==> src/rdf_consts.vh <==
// Constants for the radio data FIFO pair
// Operation
// Two separate 64-byte FIFOs, one for receive data, one for transmit data.
// Host port may only read the receive FIFO and only write the transmit FIFO.
// Receive overflow and transmit underflow are detected and flagged.
// Host must not overfill the transmit FIFO; overfill corrupts its contents. Here such writes are dropped instead.
// Host must not read an empty receive FIFO; such reads return bad data.
// Header status carries receive fill on reads, transmit fill on writes.
// Receive and transmit byte counts are readable as separate status values.
// Host should not empty receive FIFO before the packet's last byte arrives.
// For short packets host should wait for the whole packet before reading.
// For long packets host polls count twice, then reads one byte fewer.
// One 4-bit field sets both FIFO thresholds together.
// Receive threshold is 4(k+1), transmit threshold is 61 minus 4k.
// Threshold signal is high when the count is at or above threshold.
// Each threshold signal can be routed to the general output pins.
// Entering sleep empties both FIFOs and clears their counts.
// Byte counts are 7 bits wide to hold 0 through 64.
// Overflow and underflow flags stay set until a flush of that FIFO.
`ifndef RDF_CONSTS_VH
`define RDF_CONSTS_VH
`define RDF_DEPTH 7'h40
`define RDF_CNT_W 7
`define RDF_PTR_W 6
`define RDF_RX_THR_STEP 7'h04
`define RDF_TX_THR_BASE 7'h3D
`define RDF_SEL_RX_THR 2'h0
`define RDF_SEL_TX_THR 2'h1
`define RDF_SEL_RX_OVF 2'h2
`define RDF_SEL_TX_UNF 2'h3
`endif

==> src/rdf_fifo.v <==
// One 64-byte FIFO with fill count and sticky error flags
`include "rdf_consts.vh"
module rdf_fifo (
    // Clock and reset
    input wire clk_in,
    input wire rst_n_in,
    // Flush
    input wire flush_in,
    // Push side
    input wire push_in,
    input wire [7:0] push_data_in,
    // Pop side
    input wire pop_in,
    output wire [7:0] pop_data_out,
    // Status
    output reg [`RDF_CNT_W-1:0] count_out,
    output reg overflow_out,
    output reg underflow_out
);
    reg [7:0] mem [0:63];
    reg [`RDF_PTR_W-1:0] wr_q;
    reg [`RDF_PTR_W-1:0] rd_q;
    wire full = (count_out == `RDF_DEPTH);
    wire empty = (count_out == 7'h00);
    wire do_push = push_in && !full;
    wire do_pop = pop_in && !empty;

    // Storage write; dropped when full so old bytes survive
    always @(posedge clk_in) begin
        if (do_push) begin
            mem[wr_q] <= push_data_in;
        end
    end
    assign pop_data_out = mem[rd_q];

    // Pointers, count and sticky flags
    always @(posedge clk_in or negedge rst_n_in) begin
        if (!rst_n_in) begin
            wr_q <= 6'h00;
            rd_q <= 6'h00;
            count_out <= 7'h00;
            overflow_out <= 1'b0;
            underflow_out <= 1'b0;
        end else if (flush_in) begin
            wr_q <= 6'h00;
            rd_q <= 6'h00;
            count_out <= 7'h00;
            // A same-cycle error event survives the flush, so none is lost
            overflow_out <= push_in && full;
            underflow_out <= pop_in && empty;
        end else begin
            if (do_push) begin
                wr_q <= wr_q + 6'h01;
            end
            if (do_pop) begin
                rd_q <= rd_q + 6'h01;
            end
            // Simultaneous push and pop keeps the count except when full (pop only) or empty (push only); no duplicate byte here
            if (do_push && !do_pop) begin
                count_out <= count_out + 7'h01;
            end else if (do_pop && !do_push) begin
                count_out <= count_out - 7'h01;
            end
            if (push_in && full) begin
                overflow_out <= 1'b1;
            end
            if (pop_in && empty) begin
                underflow_out <= 1'b1;
            end
        end
    end
endmodule

==> src/rdf_top.v <==
// Receive/transmit data FIFO pair with thresholds and status
`include "rdf_consts.vh"
module rdf_top (
    // Clock and reset
    input wire clk_in,
    input wire rst_n_in,
    // Power state: rising edge of sleep flushes both FIFOs
    input wire sleep_in,
    // Host flush commands (one-cycle pulses, same clock)
    input wire rx_flush_in,
    input wire tx_flush_in,
    // Host side: read receive FIFO, write transmit FIFO
    input wire host_rd_in,
    output reg [7:0] host_rd_data_out,
    input wire host_wr_in,
    input wire [7:0] host_wr_data_in,
    // Access header phase and direction (1 = read)
    input wire header_active_in,
    input wire header_is_read_in,
    output reg [`RDF_CNT_W-1:0] header_fill_out,
    // Modem side, clocked by the link clock pin
    input wire link_clk_in,
    input wire modem_rx_push_in,
    input wire [7:0] modem_rx_data_in,
    input wire modem_tx_pop_in,
    output reg [7:0] modem_tx_data_out,
    // Configuration
    input wire [3:0] threshold_select_in,
    input wire [1:0] gpo_select_in,
    // Status
    output reg [`RDF_CNT_W-1:0] rx_count_status_out,
    output reg [`RDF_CNT_W-1:0] tx_count_status_out,
    output reg rx_overflow_out,
    output reg tx_underflow_out,
    output reg rx_threshold_out,
    output reg tx_threshold_out,
    output reg general_output_pin_out
);
    // ----------------------------------------
    // Usage limits
    // ----------------------------------------
    // Link clock must run well below a quarter of the core clock
    // Modem strobes must stand across one whole link clock high phase
    // Host writes into a full transmit FIFO are dropped without a flag
    // Host reads of an empty receive FIFO return the stale head byte

    // ----------------------------------------
    // Helpers
    // ----------------------------------------
    // Receive threshold 4(k+1), from 4 to 64
    function [6:0] rx_thr;
        input [3:0] k;
        begin
            rx_thr = ({3'h0, k} + 7'h01) << 2;
        end
    endfunction
    // Transmit threshold 61-4k, from 61 down to 1
    function [6:0] tx_thr;
        input [3:0] k;
        begin
            tx_thr = `RDF_TX_THR_BASE - {1'b0, k, 2'h0};
        end
    endfunction

    // ----------------------------------------
    // Input synchronisers
    // ----------------------------------------
    // Link clock and strobe stages
    reg [2:0] lclk_q;
    reg [1:0] rxp_s_q;
    reg [1:0] txp_s_q;
    // Receive data stages
    reg [7:0] rxd_s1_q;
    reg [7:0] rxd_s2_q;
    // Sleep pin stages and edge memory
    reg [1:0] slp_s_q;
    reg slp_d_q;

    // Link clock and strobes pass two flops; a third remembers the clock
    always @(posedge clk_in or negedge rst_n_in) begin
        if (!rst_n_in) begin
            lclk_q <= 3'h0;
            rxp_s_q <= 2'h0;
            txp_s_q <= 2'h0;
        end else begin
            lclk_q <= {lclk_q[1:0], link_clk_in};
            rxp_s_q <= {rxp_s_q[0], modem_rx_push_in};
            txp_s_q <= {txp_s_q[0], modem_tx_pop_in};
        end
    end

    // Receive byte stages; the modem holds the byte around its clock edge
    always @(posedge clk_in or negedge rst_n_in) begin
        if (!rst_n_in) begin
            rxd_s1_q <= 8'h00;
            rxd_s2_q <= 8'h00;
        end else begin
            rxd_s1_q <= modem_rx_data_in;
            rxd_s2_q <= rxd_s1_q;
        end
    end

    // Sleep pin stages; reset matches the idle level, so no false edge
    always @(posedge clk_in or negedge rst_n_in) begin
        if (!rst_n_in) begin
            slp_s_q <= 2'h0;
            slp_d_q <= 1'b0;
        end else begin
            slp_s_q <= {slp_s_q[0], sleep_in};
            slp_d_q <= slp_s_q[1];
        end
    end

    // Rising link clock edge; strobes are held stable across it by the modem
    wire link_rise = lclk_q[1] && !lclk_q[2];
    wire sleep_enter = slp_s_q[1] && !slp_d_q;
    wire rx_push = link_rise && rxp_s_q[1];
    wire tx_pop = link_rise && txp_s_q[1];

    // ----------------------------------------
    // FIFO instances
    // ----------------------------------------
    wire [6:0] rx_cnt;
    wire [6:0] tx_cnt;
    wire [7:0] rx_head;
    wire [7:0] tx_head;
    wire rx_ovf;
    wire tx_unf;
    // Receive FIFO: modem pushes, host only pops
    rdf_fifo u_rx (
        .clk_in(clk_in),
        .rst_n_in(rst_n_in),
        .flush_in(rx_flush_in || sleep_enter),
        .push_in(rx_push),
        .push_data_in(rxd_s2_q),
        .pop_in(host_rd_in),
        .pop_data_out(rx_head),
        .count_out(rx_cnt),
        .overflow_out(rx_ovf),
        .underflow_out()
    );
    // Transmit FIFO: host only pushes, modem pops
    rdf_fifo u_tx (
        .clk_in(clk_in),
        .rst_n_in(rst_n_in),
        .flush_in(tx_flush_in || sleep_enter),
        .push_in(host_wr_in),
        .push_data_in(host_wr_data_in),
        .pop_in(tx_pop),
        .pop_data_out(tx_head),
        .count_out(tx_cnt),
        .overflow_out(),
        .underflow_out(tx_unf)
    );

    // ----------------------------------------
    // Thresholds and output pin mux
    // ----------------------------------------
    wire rx_thr_hit = (rx_cnt >= rx_thr(threshold_select_in));
    wire tx_thr_hit = (tx_cnt >= tx_thr(threshold_select_in));
    reg gpo_d;
    // Selected source for the general output pin
    always @* begin
        case (gpo_select_in)
            `RDF_SEL_RX_THR: gpo_d = rx_thr_hit;
            `RDF_SEL_TX_THR: gpo_d = tx_thr_hit;
            `RDF_SEL_RX_OVF: gpo_d = rx_ovf;
            `RDF_SEL_TX_UNF: gpo_d = tx_unf;
            default: gpo_d = 1'b0;
        endcase
    end

    // ----------------------------------------
    // Registered outputs
    // ----------------------------------------
    // Data bytes for host and modem; each holds until the next pop
    always @(posedge clk_in or negedge rst_n_in) begin
        if (!rst_n_in) begin
            host_rd_data_out <= 8'h00;
            modem_tx_data_out <= 8'h00;
        end else begin
            if (host_rd_in) begin
                host_rd_data_out <= rx_head;
            end
            if (tx_pop) begin
                modem_tx_data_out <= tx_head;
            end
        end
    end

    // Header fill holds its last value while no header is shifting
    always @(posedge clk_in or negedge rst_n_in) begin
        if (!rst_n_in) begin
            header_fill_out <= 7'h00;
        end else begin
            if (header_active_in) begin
                header_fill_out <= header_is_read_in ? rx_cnt : tx_cnt;
            end
        end
    end

    // Counts and sticky flags; status lags the counts by one cycle
    always @(posedge clk_in or negedge rst_n_in) begin
        if (!rst_n_in) begin
            rx_count_status_out <= 7'h00;
            tx_count_status_out <= 7'h00;
            rx_overflow_out <= 1'b0;
            tx_underflow_out <= 1'b0;
        end else begin
            rx_count_status_out <= rx_cnt;
            tx_count_status_out <= tx_cnt;
            rx_overflow_out <= rx_ovf;
            tx_underflow_out <= tx_unf;
        end
    end

    // Threshold levels and the pin, flopped so the pin cannot glitch
    always @(posedge clk_in or negedge rst_n_in) begin
        if (!rst_n_in) begin
            rx_threshold_out <= 1'b0;
            tx_threshold_out <= 1'b0;
            general_output_pin_out <= 1'b0;
        end else begin
            rx_threshold_out <= rx_thr_hit;
            tx_threshold_out <= tx_thr_hit;
            general_output_pin_out <= gpo_d;
        end
    end
endmodule

==> config.mk <==
export PLATFORM = sky130hd
export DESIGN_NAME = rdf_top
export DESIGN_NICKNAME = d
export VERILOG_FILES = /design/src/rdf_fifo.v /design/src/rdf_top.v
export VERILOG_INCLUDE_DIRS = /design/src
export SDC_FILE = /design/constraint.sdc
export NUM_CORES = 1
export LEC_CHECK = 0
export CORE_MARGIN = 2
export CORE_UTILIZATION = 40
export DETAILED_ROUTE_END_ITERATION = 7
export DONT_BUFFER_PORTS = 1
export PLACE_DENSITY_LB_ADDON = 0.08
export SYNTH_ARGS = -nofsm -noshare
export SYNTH_HDL_FRONTEND = slang
export SYNTH_SLANG_ARGS = --single-unit
==> constraint.sdc <==
create_clock -name clk_in -period 3.73 [get_ports clk_in]
set_input_delay 0.746 -clock clk_in [delete_from_list [all_inputs] [get_ports clk_in]]
set_output_delay 0.746 -clock clk_in [all_outputs]
set_load 0.05 [all_outputs]
# Yosys cells after proc, flatten, opt, wreduce, memory -nomap -nowiden
# Memories as Yosys holds them, arrays and structs flattened. A register that Yosys moved wholly into a read port is not among the register bits.
# Index checks and enable logic that the tools add are counted.
[word_totals] reg_bits=92 inputBits=34 output_inout_bits=42 mem_bits_rw=1024 memories=2
[classes] n_eq_ne=5 order_cmp=2 muxes=24 n_addsub=10 reduce_logical=39
[memory_table] name="u_rx.mem" depth=64 word_bits=8 read_ports=1 rd_clocked_by_memory_dff=1 write_ports=1 line="rdf_fifo.v:20" source="reg [7:0] mem [0:63];"
[memory_table] name="u_tx.mem" depth=64 word_bits=8 read_ports=1 rd_clocked_by_memory_dff=1 write_ports=1 line="rdf_fifo.v:20"
[ops] cell="7-bit 2-to-1 mux" count=7
[ops] cell="6-bit 2-to-1 mux" count=8
[ops] cell="6-bit by 1-bit adder with 6-bit output, second input constant" count=4
[ops] cell="7-bit by 1-bit adder with 7-bit output, second input constant" count=2
[ops] cell="7-bit equality test, second input constant" count=2
[ops] cell="7-bit >= comparator" count=2
[ops] cell="1-bit logical AND" count=14
[ops] cell="7-bit logical NOT" count=2
[ops] cell="7-bit by 1-bit subtractor with 7-bit output, second input constant" count=2
[ops] cell="1-bit logical NOT" count=12
[ops] cell="2-bit nonzero test" count=6
[ops] cell="1-bit 2-to-1 mux" count=8
[ops] cell="6-bit by 6-bit subtractor with 7-bit output, first input constant" count=1
[ops] cell="3-bit nonzero test" count=2
[ops] cell="4-bit by 1-bit adder with 5-bit output, second input constant" count=1
[ops] cell="2-bit equality test, second input constant" count=2
[ops] cell="1-bit one-hot mux with 4 select lines" count=1
[ops] cell="2-bit by 1-bit equality test with 1-bit output, second input constant" count=1
[ops] cell="2-bit logical NOT" count=1
[ops] cell="1-bit logical OR" count=2

# Longest topological paths before layout
[logic_depth] depth_word=9 mapped_depth=12 mapped_depth_nobuf=12

# Cells and area by module
# From an unflattened synthesis, not the netlist that was laid out.
[hier_totals] cells_unflattened=2338 area_unflattened_um2=44639.1
[modules_own_cells] module="rdf_fifo" cells_per_inst=1089 instances=2 area_per_inst_um2=21151.5
[modules_own_cells] module="rdf_top" cells_per_inst=160 instances=1 area_per_inst_um2=2336.0

# Least setup slack after synthesis
# Ideal clock, no wire load.
[synth_timing] path_kind="input to register" start="input host_rd_in" end="register u_rx.count_out[6]" arrival_time_ps=3214 path_stages=12 path_slack_ps=392 setup_time_ps=125 cell_sequence="clkinv_1 a31oi_1 inv_1 ha_1 inv_1 ha_1 nor2b_1 o21ai_0 nand2b_1 a211o_1 o311ai_0 mux2_2"
[synth_between] elab_chain_cells=5 elab_cells_between_ends=7 cone_classes="mux (2); reduce/logical (5)"
[synth_rtl] element="start: declaration" line="rdf_top.v:13" source="input wire host_rd_in,"
[synth_rtl] element="1-bit logical AND (*)" line="rdf_fifo.v:26" source="wire do_pop = pop_in && !empty;"
[synth_rtl] element="1-bit logical NOT" line="rdf_fifo.v:59" source="if (do_push && !do_pop) begin"
[synth_rtl] element="1-bit logical AND" line="rdf_fifo.v:59"
[synth_rtl] element="7-bit 2-to-1 mux" line="rdf_fifo.v:59"
[synth_rtl] element="7-bit 2-to-1 mux" line="rdf_fifo.v:44" source="end else if (flush_in) begin"
[synth_rtl] element="end signal: assignment" line="rdf_fifo.v:60" source="count_out <= count_out + 7'h01;"
[synth_rtl] element="end signal: assignment" line="rdf_fifo.v:62" source="count_out <= count_out - 7'h01;"
[synth_rtl] element="end: declaration" line="rdf_fifo.v:16" source="output reg [`RDF_CNT_W-1:0] count_out,"
# Every way passes the cells marked *; elsewhere a longest branch is shown, timed or not.
# A chain may end at the register's enable or synchronous reset.

# Final worst setup path
[layout_timing] start="register u_rx.count_out[3]" end="register u_rx.count_out[6]"
[layout_between] elab_chain_cells=7 elab_cells_between_ends=16 cone_classes="add/sub (2); eq/ne (1); mux (3); reduce/logical (10)"
[layout_rtl] element="parallel branches: the longest is 7 deep, another holds 7-bit by 1-bit subtractor with 7-bit output"
# Several ways; the timed one is not identified. The select of a mux whose other input is x is not followed.

==> reports/results.ini <==
[cells_and_area]
nets = 2487
antenna_cells = 0
synthToLayoutAreaGrowth_pct = 14.6
layoutNonFillerInstCount = 3995
seqCellArea_um2 = 33500
multiInputGateArea_um2 = 10000
fill_cells = 9176
drive_gt1_share_pct = 23.7

[place]
globalplace.congestion = 0.824
hpwl_um = 67900
dp_cells = 3777
port_buffers = 0

[grt]
grt_pass1_wl_um = 158000
first_global_vias = 22500
track_usage_pct = 19.3
overflow = 0
antenna_found_initial = 1
grt_max_degree = 109

[power]
p_sw_share_pct = 24.8
power_frac_seq_pct = 50.7
combinationalPowerShare_pct = 11.3
p_leak_nw = 16.0
internal_power_w = 0.0220
power.switching_w = 0.00726
power_per_cell_area_nw_per_um2 = 580
peakVddDrop_mv = 0.431
clock_power_share_pct = 38.0

[clock_tree]
cts_tree = yes
clk_path_buf_depth = 3
post_cts_resized = 0
htreeDepth = 3
cts.sinks = 1132
cts_buffers = 116
insertion_delay_ps = 700
cts-root-buf = clkbuf_16
clkTransAtPathRegs_ps = 60

[yosys]
syn_inst = 2249
synth_ff_type = edfxtp_1
ys_warn_count = 0
synth_top_cells_by_count = edfxtp_1, mux4_2, nor2_1
synth_edf_count = 1024
synth_area_leaders = edfxtp_1, mux4_2, dfrtp_1
yosysUniqueCellTypes = 55
synth.ff_latch_count = 1132
synth_nets = 2315
syn_area_per_cell_um2 = 19.6
synth_top_cell_area_share_pct = 69.8
synth-async-reset-ratio_pct = 9.54
yosysTopAreaCell = edfxtp_1
yosysMostFrequentCell = edfxtp_1
synth_area_um2 = 44100
ys_seq_area_share_pct = 75.9

[routing]
first_pass_iters = 6
wl_per_cell_um = 26.9
via_per_inst = 5.44
drt-total-wl_um = 107000
drtIter0Drc = 1595
drcViolationCount = 0
drtAntennaViolNets = 0
num_vias = 21700

[floorplan]
fp.coreArea_um2 = 109000
start_util_pct = 40.4
ios = 76
dieWidth_um = 336
rows = 121
die_h_um = 336
die_area_um2 = 113000

[setup_path]
regToRegSetupSlack_ps = 300
cp_max_fo = 6
crit_type = register to register
cp-end-kind = register
start_kind = register
crit_required_ps = 4310
crit_arrival_ps = 4010

[timing]
fmax_ghz = 0.291
finalSetupTns_ps = 0
finalHoldViolations = 0
tightest_slew_ps = 1170
rsz0062_at_grt = no
period_minus_slack_ps = 3430
setup_viol = 0
fin_crit_sh_pct = 92.0
clock_skew_ps = 19.4
slew_viol_final = 0
max_slew_margin_pct = 21.9

[run_status]
status = completed

[min_path]
min_path_type = input pin to register

[run]
drv_cap = 0

[state kept, by name, summed over array words and instances (netlist names), 7 cells and up]
signal	flops
rxd_s2_q	8
u_rx.count_out	7
u_rx.mem	512
host_rd_data_out	8
tx_count_status_out	7
rx_count_status_out	7
header_fill_out	7
u_tx.count_out	7
u_tx.mem	512
modem_tx_data_out	8
rxd_s1_q	8
[kinds of logic (layout without fill, tap and decap cells)]
| family | count (synthesis) | after routing | share of synthesized area, % |
|---|---|---|---|
| mux | 336 | 336 | 13.9 |
| buf+inv | 134 | 404 | 1.41 |
| xor+xnor | 27 | 27 | 0.536 |
| simple gates | 338 | 338 | 3.38 |
| fa+ha+maj | 32 | 32 | 0.942 |
| compound gates | 250 | 250 | 3.94 |
| flops | 1132 | 1132 | 75.9 |
[area by class of cell]
cell class | instances | area share (%)
Timing Repair Buffer | 168 | 2.84
Tap cell | 1476 | 3.66
Inverter | 20 | 0.149
Multi-Input combinational cell | 983 | 19.8
Clock buffer | 163 | 6.47
Clock inverter | 53 | 0.780
Sequential cell | 1132 | 66.3
[power by group through the flow]
stage / clock network, W / logic, W / registers (W)
6_report: 0.0111 / 0.00330 / 0.0149
5_1_grt: 0.0119 / 0.00361 / 0.0149
4_1_cts: 0.0114 / 0.00337 / 0.0149
3_5_place_dp: 0 / 0.00333 / 0.0151
3_3_place_gp: 0 / 0.00330 / 0.0151
2_1_floorplan: 0 / 0.00244 / 0.0150
[worst max-delay path: stages, from the launching register on]
cell and delay, ps:
dfrtp_1 460, nor4_1 480, a31oi_1 180, inv_1 150, ha_1 290, inv_1 110, buf_4 170, ha_1 340
o21ai_0 110, nand2b_1 150, a21oi_1 90, o311ai_0 410, mux2_2 380
[routing by layer]
layer  routed length, um  share of wire, %  global-route usage [%]
met5                  15             0.014                       0
met4                2560               2.4                    5.09
met3                4770               4.4                    3.37
met2               54300                51                    32.8
met1               45800                43                    25.7
[worst paths after layout]
path                                          startpoint                             to  cells past startpoint
min                                  modem_rx_data_in[4]          rxd_s1_q[4]$_DFF_PN0_                      0
min reg2reg                        rxd_s1_q[0]$_DFF_PN0_          rxd_s2_q[0]$_DFF_PN0_                      0
max reg2reg                u_rx.count_out[3]$_DFFE_PN0P_  u_rx.count_out[6]$_DFFE_PN0P_                     12
max                        u_rx.count_out[3]$_DFFE_PN0P_  u_rx.count_out[6]$_DFFE_PN0P_                     12
min in group asynchronous                       rst_n_in           slp_s_q[1]$_DFF_PN0_                      2
max in group asynchronous                       rst_n_in       u_rx.rd_q[0]$_DFFE_PN0P_                      2
[per-stage QoR]
stage	hold slack [ps]	util [%]	area, um2	total power (W)	setup slack [ps]
6_report	79.9	46.3	50500	0.0293	299
5_1_grt	24.3	46.3	50500	0.0304	68.3
4_1_cts	24.5	46.3	50500	0.0297	328
3_5_place_dp	338	42.9	46800	0.0185	282
3_3_place_gp	333	42.9	46800	0.0184	221
2_1_floorplan	331	-	44100	0.0174	392
[cell usage in the layout, fill, tap and decap left out, types with 24 or more instances in the layout]
cell type,count
nand3_1,30
clkinv_2,32
a211oi_1,29
mux2i_1,114
edfxtp_1,1024
mux4_2,221
dfrtp_1,95
nor2_1,176
buf_4,154
a21oi_1,52
o21ai_0,24
a22oi_1,42
clkbuf_1,30
nand2_1,69
o22ai_1,27
clkbuf_16,119
ha_1,30
[timing repair]
action | in CTS | in global routing
hold buffers | 2 | 0
buffers inserted | 0 | 0
endpoints found under the hold margin | 108 | 0
endpoints found under the setup margin | 0 | 0
No activity file was read; power rests on OpenSTA's default activity.
